`config.mk`:
```
export PLATFORM = sky130hd
export DESIGN_NAME = vr_fault_supervisor
export DESIGN_NICKNAME = d
export VERILOG_FILES = /design/src/vr_fault_pkg.sv /design/src/vr_fault_supervisor.sv
export VERILOG_INCLUDE_DIRS = /design/src
export SDC_FILE = /design/constraint.sdc
export NUM_CORES = 1
export LEC_CHECK = 0
export BUFFER_PORTS_ARGS = -buffer_cell sky130_fd_sc_hd__buf_2
export CAP_MARGIN = 20
export CELL_PAD_IN_SITES_DETAIL_PLACEMENT = 1
export CELL_PAD_IN_SITES_GLOBAL_PLACEMENT = 1
export CORE_UTILIZATION = 44
export DETAILED_ROUTE_END_ITERATION = 8
export PLACE_DENSITY = 0.92
export SYNTH_ARGS = -nofsm -noshare
export SYNTH_HDL_FRONTEND = slang
export SYNTH_SLANG_ARGS = --single-unit
```
`constraint.sdc`:
```
create_clock -name clk -period 3.3 [get_ports clk]
set_clock_uncertainty 0.2 [all_clocks]
set_input_delay 0.165 -clock clk [delete_from_list [all_inputs] [get_ports clk]]
set_output_delay 0.165 -clock clk [all_outputs]
set_load 0.02 [all_outputs]
```
`src/vr_fault_cfg.svh`:
```
// constants for the regulator fault supervisor
`ifndef VR_FAULT_CFG_SVH
`define VR_FAULT_CFG_SVH

// clock period in picoseconds (250 MHz)
`define CLK_PERIOD_PS          4000
// response limit for forcing pwm low or hi-z, in picoseconds
`define PWM_FORCE_LIMIT_PS     20000
// longest time rounds down, at least one cycle
`define PWM_FORCE_CYCLES       ((`PWM_FORCE_LIMIT_PS / `CLK_PERIOD_PS) < 1 ? \
                                1 : (`PWM_FORCE_LIMIT_PS / `CLK_PERIOD_PS))
// consecutive switching cycles for per-channel overcurrent
`define CHAN_OC_CYCLES         8
// switching cycles of overcurrent hiccup wait
`define OC_WAIT_CYCLES         4096
// switching cycles from off code to shutdown
`define OFF_CODE_DELAY         2
// switching cycles of power good release delay
`define PG_DELAY_CYCLES        16
// the two latched off identification codes
`define VID_OFF_CODE_A         6'h3F
`define VID_OFF_CODE_B         6'h3E

`endif

```
`src/vr_fault_pkg.sv`:
```
// types for the regulator fault supervisor
package vr_fault_pkg;

    // supervisor sequencing state
    typedef enum logic [2:0]
    {
        ST_SHUTDOWN,
        ST_SOFTSTART,
        ST_PG_DELAY,
        ST_RUN,
        ST_OC_WAIT,
        ST_LATCH_OFF
    } sup_state_t;

    // pwm output command to the phase drivers
    typedef enum logic [1:0]
    {
        PWM_HIZ,
        PWM_LOW,
        PWM_NORMAL
    } pwm_cmd_t;

endpackage

```
`src/vr_fault_supervisor.sv`:
```
// fault supervisor: power good, ovp, ocp hiccup, thermal alerts
// Functional notes
// - power good low in shutdown; high after soft-start plus fixed delay.
// - power good low on uv, ov, disable, reset or off code.
// - undervoltage below sixty percent of code voltage drops power good.
// - overvoltage protection armed from end of reset, enabled or not.
// - ov trip 1.275V until valid code, then code voltage plus 175mV.
// - on ov, pwm low within 20ns until diff sense below 0.4V, then hi-z.
// - each recurrence of overvoltage drives pwm low again.
// - ov latches off; only enable or supply cycling clears; codes do not.
// - average current above reference trips overcurrent immediately.
// - channel above reference eight consecutive cycles in run state trips overcurrent.
// - overcurrent puts pwm hi-z within 20ns for 4096 switching cycles.
// - after wait, restart soft-start while enabled; repeat indefinitely.
// - thermal alerts are open-drain; system supplies pull-ups.
// - cooling request released below 33%, pulled low above 39%.
// - overtemp alert released below 28%, pulled low above 33%.
// - shutdown holds all pwm outputs in hi-z unless overvoltage pulls them low.
// - off code waits two switching cycles, then shuts down pwm and ov level.
// - off codes latch; cleared only by reset or enable cycling.
`timescale 1ns/1ns
`include "vr_fault_cfg.svh"
`default_nettype none

module vr_fault_supervisor #(
    parameter int          NUM_PHASES   = 4,
    parameter int unsigned OC_WAIT      = `OC_WAIT_CYCLES,
    parameter int unsigned PG_DELAY     = `PG_DELAY_CYCLES
)(
    input  wire logic                  clk,
    input  wire logic                  rst,
    input  wire logic                  sw_tick,
    input  wire logic                  power_rail_enable_in,
    input  wire logic                  termination_rail_enable_in,
    input  wire logic [5:0]            voltage_ident_code,
    input  wire logic                  softstart_done_in,
    input  wire logic                  uv_below_60pct_in,
    input  wire logic                  ov_above_boot_in,
    input  wire logic                  ov_above_vid_in,
    input  wire logic                  diff_sense_below_0v4_in,
    input  wire logic                  avg_oc_in,
    input  wire logic [NUM_PHASES-1:0] chan_oc_in,
    input  wire logic                  tm_below_28pct_in,
    input  wire logic                  tm_below_33pct_in,
    input  wire logic                  tm_above_33pct_in,
    input  wire logic                  tm_above_39pct_in,
    output logic                       softstart_run,
    output logic                       ov_level_vid,
    output logic [NUM_PHASES-1:0]      pwm_low_out,
    output logic [NUM_PHASES-1:0]      pwm_drive_oe,
    output logic                       power_good_out,
    output logic                       power_good_oe,
    output logic                       regulator_cooling_request,
    output logic                       regulator_cooling_oe,
    output logic                       regulator_overtemp_alert,
    output logic                       regulator_overtemp_oe,
    output logic                       ov_latched,
    output logic                       oc_active
);

    // ************************************************************
    // enables, off code and overvoltage latch
    // ************************************************************
    vr_fault_pkg::sup_state_t state_reg;
    logic        enabled;
    logic        off_code;
    logic        off_latched_reg;
    logic [1:0]  off_cnt_reg;
    logic        ov_trip;
    logic        ov_latch_reg;
    logic        ov_pull_low_reg;
    logic        vid_valid_reg;
    logic [12:0] oc_cnt_reg;
    logic [3:0]  chan_run_reg [NUM_PHASES];
    logic [NUM_PHASES-1:0] chan_trip;
    logic        oc_trip;
    logic [15:0] pg_cnt_reg;

    assign enabled  = power_rail_enable_in & termination_rail_enable_in;
    assign off_code = (voltage_ident_code == `VID_OFF_CODE_A) |
                      (voltage_ident_code == `VID_OFF_CODE_B);

    // ov level tracks the code only once a valid code was seen
    // ov trip level select
    assign ov_trip = vid_valid_reg ? ov_above_vid_in : ov_above_boot_in;

    // valid code seen while enabled; reset with the enables
    always_ff @(posedge clk)
    begin
        if (rst || !enabled)
            vid_valid_reg <= 1'b0;
        else if (off_latched_reg)
            vid_valid_reg <= 1'b0;
        else if (!off_code)
            vid_valid_reg <= 1'b1;
    end

    // off code latch: two switching cycles, then held until re-enable
    // two tick delay on off code
    always_ff @(posedge clk)
    begin
        if (rst || !enabled)
        begin
            off_latched_reg <= 1'b0;
            off_cnt_reg     <= 2'h0;
        end
        else if (!off_latched_reg)
        begin
            if (!off_code)
                off_cnt_reg <= 2'h0;
            else if (sw_tick)
            begin
                if (off_cnt_reg == 2'(`OFF_CODE_DELAY - 1))
                    off_latched_reg <= 1'b1;
                else
                    off_cnt_reg <= off_cnt_reg + 2'h1;
            end
        end
    end

    // ovp works in any state once reset is over; only reset or enable clears it
    // ovp always armed
    // ov latch cleared by reset or enable only
    always_ff @(posedge clk)
    begin
        if (rst || !enabled)
            ov_latch_reg <= 1'b0;
        else if (ov_trip)
            ov_latch_reg <= 1'b1;
    end

    // pull low on each ov occurrence, release to hi-z below 0.4V
    // low then hi-z
    always_ff @(posedge clk)
    begin
        if (rst)
            ov_pull_low_reg <= 1'b0;
        else if (ov_trip)
            ov_pull_low_reg <= 1'b1;
        else if (diff_sense_below_0v4_in)
            ov_pull_low_reg <= 1'b0;
    end

    // ************************************************************
    // overcurrent detection
    // ************************************************************
    // per-channel run counters advance on switching ticks only
    // eight consecutive cycles
    genvar g;
    generate
        for (g = 0; g < NUM_PHASES; g = g + 1)
        begin : g_chan
            always_ff @(posedge clk)
            begin
                if (rst || !chan_oc_in[g] || state_reg != vr_fault_pkg::ST_RUN)
                    chan_run_reg[g] <= 4'h0;
                else if (sw_tick && chan_run_reg[g] != 4'(`CHAN_OC_CYCLES))
                    chan_run_reg[g] <= chan_run_reg[g] + 4'h1;
            end
            assign chan_trip[g] = (chan_run_reg[g] == 4'(`CHAN_OC_CYCLES));
        end
    endgenerate

    assign oc_trip = avg_oc_in | (|chan_trip);

    // ************************************************************
    // sequencing
    // ************************************************************
    // hiccup wait and power good delay share the sequencer
    // retry after wait
    always_ff @(posedge clk)
    begin
        if (rst || !enabled)
        begin
            state_reg  <= vr_fault_pkg::ST_SHUTDOWN;
            oc_cnt_reg <= 13'h0000;
            pg_cnt_reg <= 16'h0000;
        end
        else
        begin
            case (state_reg)
                vr_fault_pkg::ST_SHUTDOWN:
                    if (ov_latch_reg || off_code || off_latched_reg)
                        state_reg <= vr_fault_pkg::ST_LATCH_OFF;
                    else
                        state_reg <= vr_fault_pkg::ST_SOFTSTART;
                vr_fault_pkg::ST_SOFTSTART, vr_fault_pkg::ST_PG_DELAY,
                vr_fault_pkg::ST_RUN:
                begin
                    if (ov_trip || ov_latch_reg || off_latched_reg)
                        state_reg <= vr_fault_pkg::ST_LATCH_OFF;
                    else if (oc_trip)
                    begin
                        state_reg  <= vr_fault_pkg::ST_OC_WAIT;
                        oc_cnt_reg <= 13'h0000;
                    end
                    else if (state_reg == vr_fault_pkg::ST_SOFTSTART &&
                             softstart_done_in)
                    begin
                        state_reg  <= vr_fault_pkg::ST_PG_DELAY;
                        pg_cnt_reg <= 16'h0000;
                    end
                    else if (state_reg == vr_fault_pkg::ST_PG_DELAY &&
                             sw_tick)
                    begin
                        if (pg_cnt_reg == 16'(PG_DELAY - 1))
                            state_reg <= vr_fault_pkg::ST_RUN;
                        else
                            pg_cnt_reg <= pg_cnt_reg + 16'h0001;
                    end
                end
                vr_fault_pkg::ST_OC_WAIT:
                    if (ov_trip || ov_latch_reg || off_latched_reg)
                        state_reg <= vr_fault_pkg::ST_LATCH_OFF;
                    else if (sw_tick)
                    begin
                        if (oc_cnt_reg == 13'(OC_WAIT - 1))
                            state_reg <= vr_fault_pkg::ST_SOFTSTART;
                        else
                            oc_cnt_reg <= oc_cnt_reg + 13'h0001;
                    end
                vr_fault_pkg::ST_LATCH_OFF:
                    state_reg <= vr_fault_pkg::ST_LATCH_OFF;
                default:
                    state_reg <= vr_fault_pkg::ST_SHUTDOWN;
            endcase
        end
    end

    // ************************************************************
    // outputs, all registered
    // ************************************************************
    // pwm: ov low beats everything; hi-z in every state otherwise, run included
    // hi-z in shutdown
    always_ff @(posedge clk)
    begin
        if (rst)
        begin
            pwm_low_out  <= '0;
            pwm_drive_oe <= '0;
        end
        else if (ov_trip || ov_pull_low_reg)
        begin
            pwm_low_out  <= '1;
            pwm_drive_oe <= '1;
        end
        else
        begin
            pwm_low_out  <= '0;
            pwm_drive_oe <= '0;
        end
    end

    // power good open drain: oe high pulls the pin low
    // low on faults or disable
    always_ff @(posedge clk)
    begin
        if (rst)
        begin
            power_good_out <= 1'b0;
            power_good_oe  <= 1'b1;
        end
        else if (state_reg == vr_fault_pkg::ST_RUN && enabled &&
                 !uv_below_60pct_in && !ov_trip && !off_latched_reg &&
                 !oc_trip)
        begin
            power_good_out <= 1'b0;
            power_good_oe  <= 1'b0;
        end
        else
        begin
            power_good_out <= 1'b0;
            power_good_oe  <= 1'b1;
        end
    end

    // status and handshake outputs to the analog side
    always_ff @(posedge clk)
    begin
        if (rst)
        begin
            softstart_run <= 1'b0;
            ov_level_vid  <= 1'b0;
            ov_latched    <= 1'b0;
            oc_active     <= 1'b0;
        end
        else
        begin
            softstart_run <= (state_reg == vr_fault_pkg::ST_SOFTSTART);
            ov_level_vid  <= vid_valid_reg;
            ov_latched    <= ov_latch_reg;
            oc_active     <= (state_reg == vr_fault_pkg::ST_OC_WAIT);
        end
    end

    // thermal comparators with hysteresis; oe high pulls low
    // open-drain alerts
    always_ff @(posedge clk)
    begin
        if (rst)
        begin
            regulator_cooling_oe  <= 1'b1;
            regulator_overtemp_oe <= 1'b1;
        end
        else
        begin
            if (tm_below_33pct_in)
                regulator_cooling_oe <= 1'b0;
            else if (tm_above_39pct_in)
                regulator_cooling_oe <= 1'b1;
            if (tm_below_28pct_in)
                regulator_overtemp_oe <= 1'b0;
            else if (tm_above_33pct_in)
                regulator_overtemp_oe <= 1'b1;
        end
    end

    // open drain pins never drive high
    always_ff @(posedge clk)
    begin
        regulator_cooling_request <= 1'b0;
        regulator_overtemp_alert  <= 1'b0;
    end

    // ************************************************************
    // checks
    // ************************************************************
    // pwm low quickly after ov
    chk_ov_pwm_low: assert property (@(posedge clk) disable iff (rst)
        ov_trip |=> (pwm_low_out == '1 && pwm_drive_oe == '1))
        else $error("pwm not low after overvoltage");
    // release to hi-z after low sense
    chk_ov_release_hiz: assert property (@(posedge clk) disable iff (rst)
        (!ov_trip && diff_sense_below_0v4_in) ##1 !ov_trip |=>
        pwm_drive_oe == '0)
        else $error("pwm not hi-z after diff sense low");
    chk_ov_latch_hold: assert property (@(posedge clk) disable iff (rst)
        (ov_latch_reg && enabled) |=> ov_latch_reg)
        else $error("ov latch lost while enabled");
    chk_avg_oc_trip: assert property (@(posedge clk) disable iff (rst)
        (state_reg == vr_fault_pkg::ST_RUN && avg_oc_in && enabled &&
         !ov_trip && !ov_latch_reg && !off_latched_reg) |=>
        state_reg == vr_fault_pkg::ST_OC_WAIT)
        else $error("no overcurrent shutdown");
    chk_oc_hiz: assert property (@(posedge clk) disable iff (rst)
        (state_reg == vr_fault_pkg::ST_OC_WAIT && !ov_trip &&
         !ov_pull_low_reg) |=> pwm_drive_oe == '0)
        else $error("pwm driven during overcurrent wait");
    chk_pg_disable: assert property (@(posedge clk) disable iff (rst)
        !enabled |=> power_good_oe)
        else $error("power good released while disabled");
    chk_pg_uv: assert property (@(posedge clk) disable iff (rst)
        uv_below_60pct_in |=> power_good_oe)
        else $error("power good released under undervoltage");
    chk_cool_release: assert property (@(posedge clk) disable iff (rst)
        tm_below_33pct_in |=> !regulator_cooling_oe)
        else $error("cooling request not released");
    chk_hot_pull: assert property (@(posedge clk) disable iff (rst)
        (tm_above_33pct_in && !tm_below_28pct_in) |=> regulator_overtemp_oe)
        else $error("overtemp alert not pulled low");

    cov_pg_release: cover property (@(posedge clk) disable iff (rst)
        power_good_oe ##1 !power_good_oe);
    cov_oc_retry: cover property (@(posedge clk) disable iff (rst)
        state_reg == vr_fault_pkg::ST_OC_WAIT ##1
        state_reg == vr_fault_pkg::ST_SOFTSTART);
    cov_ov_recur: cover property (@(posedge clk) disable iff (rst)
        ov_trip ##1 !ov_trip [*2] ##1 ov_trip);

endmodule

`default_nettype wire

```
# Yosys cells after proc, flatten, opt, wreduce, memory -nomap -nowiden
# Memories as Yosys holds them, arrays and structs flattened.
# Cells that the tools add are included.
# Widths: inputs -> output; s select.
# word_totals
register_bits	49
ramBits	16
input_bits	25
out_inout_bits	18
elab_cells	171
mem_count	1
# mem_list
memory	depth	word_bits	rd	rd_clocked_by_memory_dff	write_ports	line_no	rtl
chan_run_reg	4	4	4	0	4	vr_fault_supervisor.sv:74	logic [3:0] chan_run_reg [NUM_PHASES];
# classes
n_addsub	7
eq_ne	31
muxes	59
bitwise	10
n_reduce_logical	47
# op_table
op	n
$mux 13	5
$mux 16	3
$mux 1	32
$mux 3	9
$pmux 13 s2	1
$mux 4	5
$add 16x1->16 const B	1
$add 4x1->4 const B	4
$eq 16x4->1 const B	1
$eq 4x4->1 const B	4
$ne 2x2->1 const B	8
$ne 4x4->1 const B	4
$logic_or 1x1->1	14
$add 13x1->13 const B	1
$eq 13x12->1 const B	1
$eq 6x6->1 const B	2
$pmux 3 s4	1
$logic_and 1x1->1	11
$ne 5x5->1 const B	2
$reduce_bool 2->1	5
$logic_not 1->1	9
$eq 3x2->1 const B	2
$eq 3x3->1 const B	2
$mux 2	3
other kinds (16)	24

# Logic depth before layout (Yosys ltp)
# logic_depth
word_depth	7
mapped_depth	10

# Worst setup path after synthesis
# No wires, ideal clock.
# synth_timing
kind	register -> register
from	memory chan_run_reg[3][0]
to	register pg_cnt_reg[11]
setup_time_ns	0.070
arrival_ns	2.027
t_required_ns	3.030
path_slack_ns	1.003
stages_incl_launch_ff	10
n_path_buf	2
synth_period_minus_slack_ns	2.297
path_cell_list	edfxtp_1 -> inv_1 -> ha_1 -> nand3b_1 -> and4b_1 -> clkbuf_1 -> o2111ai_1 -> clkbuf_1 -> or4_1 -> a21oi_1
# synth_rtl
element	line_no	rtl
start: declaration	vr_fault_supervisor.sv:74	
end signal: assignment	vr_fault_supervisor.sv:209	pg_cnt_reg <= pg_cnt_reg + 16'h0001;
end: declaration	vr_fault_supervisor.sv:77	logic [15:0] pg_cnt_reg;

==> results_dict.tcl <==
set metrics [dict create \
    cp.depth 8 \
    peakVddDrop_mv 0.201 \
    insertion_delay_ps 350 \
    synth_cells 383 \
    dpl.hpwl_um 6230 \
    slowest_delay_ps 510 \
    yosys_warnings 0 \
    holdPathStages 2 \
    cpLargestDelayFamily "simple AND/OR/NAND/NOR gates" \
    path_class "reg -> reg" \
    crit_chain "inv_1 -> ha_1 -> nand3b_1 -> and4b_1 -> o2111ai_1 -> buf_4 -> or4_1 -> a21oi_1" \
    drive_gt1_share_pct 14.9 \
    synth_top_family_by_area "simple AND/OR/NAND/NOR gates" \
    drcViolationCount 0 \
    nNetsFinal 453 \
    synthSimpleGateAreaFrac_pct 29.6 \
    fmax_mhz 391 \
    place_inst 495 \
    hp-class "in -> reg" \
    synthArstFlopShare_pct 0 \
    start_kind "register" \
    antenna_found_initial 0 \
    cts_tree "done" \
    power_density_nw_per_um2 406 \
    fin_crit_ps 2560 \
    route.antenna.remaining_nets 0 \
    drt-total-wl_um 8970 \
    area.growth.synth_to_final_pct 14.3 \
    hold_viol_final 0 \
    vias_per_cell 5.90 \
    dr.pass1.iters 4 \
    setup-violations-final 0 \
    crit_fanout 30 \
    first_global_vias 3206 \
    synthXorXnorAreaFrac_pct 2.08 \
    critPathSlowestCell "or4_1" \
    r2r_cells 8 \
    die_h_um 89.5 \
    cts_made_buffers 9 \
    p_leak_uw 0.00135 \
    dpl_cell_area_um2 3560 \
    path_clk_slew_ps 80 \
    io_pins 43 \
    cts_buffer_depth 2 \
    layout_commonest_cell "dfxtp_1" \
    n_antenna_cell 0 \
    end_kind "register" \
    crit_required_ps 3380 \
    relSlewSlack_pct 32.4 \
    core_um2 7330 \
    synth-compound-area-share_pct 14.2 \
    wl_per_cell_um 17.2 \
    rows 31 \
    ys.flop_type "dfxtp_1" \
    gp_congestion 0.774 \
    worstMarginPinSlew_ps 1010 \
    post-cts-setup-buffer-count 0 \
    port_buffers 38 \
    vias 3076 \
    ctsHoldBuffers 10 \
    yosysSeqAreaShare_pct 41.6 \
    cts_resized 0 \
    rsz0062_at_grt "false" \
    synthMuxAreaShare_pct 1.37 \
    htree_levels 3 \
    grt_overflow_total 0 \
    netlist_area_um2 3370 \
    clockRootBuffer "clkbuf_8" \
    layout_common_cells "dfxtp_1 (46), buf_2 (38), nor2_1 (35)" \
    grt_max_degree 31 \
    grt_usage_pct 24.7 \
    ys_ff_latch 62 \
    dieArea_um2 8010 \
    synth_cell_types 53 \
    slew_violations 0 \
    synth_fa_ha_area_share_pct 4.08 \
    final_area_um2 3850 \
    n_fill_cell 889 \
    drt_iter0_drc 169 \
    post-route-period-util_pct 77.6 \
    grt_pass1_wl_um 15000 \
    drv_cap 0 \
    critPathBufInv 2 \
    synth_edf_count 16 \
    initial_core_util_pct 46.0 \
    status "complete, no violations" \
    avgSynthCellArea_um2 8.80 \
    cts.sinks 62 \
    arrival_ps 2640 \
    fp.dieW_um 89.5 \
    setup_tns_ps 0 \
    fin_cells 521 \
]
## final timing paths
| path | slack, ps | startpoint | end |
|---|---|---|---|
| max | 740 | chan_run_reg[0][0] | pg_cnt_reg[15] |
| min | 30 | chan_oc_in[0] | chan_run_reg[0][2] |
| max reg2reg | 740 | chan_run_reg[0][0] | pg_cnt_reg[15] |
| min reg2reg | 250 | oc_cnt_reg[12] | oc_cnt_reg[12] |
## synthesized netlist by cell type (6+ instances only)
library cell | count | area, µm²
nand4_1 | 20 | 125
inv_1 | 19 | 71.3
nor2_1 | 35 | 131
or3_1 | 9 | 56.3
nor3_1 | 6 | 30.0
clkbuf_1 | 13 | 48.8
buf_4 | 10 | 75.1
a21oi_1 | 18 | 90.1
o21ai_0 | 9 | 45.0
nand3_1 | 30 | 150
edfxtp_1 | 16 | 480
and3_1 | 6 | 37.5
buf_2 | 7 | 35.0
nor4_1 | 6 | 37.5
or4_1 | 13 | 97.6
o31ai_1 | 8 | 60.1
nand2_1 | 27 | 101
dfxtp_1 | 46 | 921
ha_1 | 11 | 138
o2111ai_1 | 9 | 78.8
## per-layer routing
layer / part of all wire, % / wire, µm / GRT usage, % / vias up
met1: 44 / 3910 / 28.0 / 1521
li1: - / - / - / 1490
met2: 52 / 4680 / 46.8 / 56
met4: 1.1 / 100 / 5.92 / 0
met5: 0 / 0 / 0 / -
met3: 3.1 / 275 / 5.54 / 9
## stage by stage
step | utilization [%] | hold slack, ps | total power (µW) | setup slack, ps
2_1_floorplan | - | 64.5 | 870 | 1000
3_3_place_gp | 48.6 | 152 | 892 | 856
3_5_place_dp | 48.6 | 162 | 896 | 774
4_1_cts | 52.6 | 27.5 | 1570 | 749
5_1_grt | 52.6 | 23.6 | 1620 | 550
6_report | 52.6 | 30.0 | 1560 | 740
## kinds of logic after synthesis
kind of cell | Yosys count
buffers and inverters | 50
xor gates and xnor gates | 8
AOI/OAI and AO/OA | 68
muxes | 4
other | 1
adders and majority gates | 11
DFF | 62
and+or+nand+nor | 179
## cell type report
type	count	area (µm²)	share of cell area (%)
clock buffer	12	145	3.77
inverter	19	71.3	1.85
tap	99	124	3.22
multi-input combinational	273	1740	45.2
sequential	62	1400	36.4
timing repair buffer	52	320	8.31
clock inverter	4	47.5	1.23
## where the power goes
part,internal (µW),switching [µW],leakage (µW)
Combinational,38.8,62.5,0.000684
Clock,368,306,0.0000964
Sequential,781,7.05,0.000570
Total,1190,376,0.00135
(Power assumes the default switching activity.)
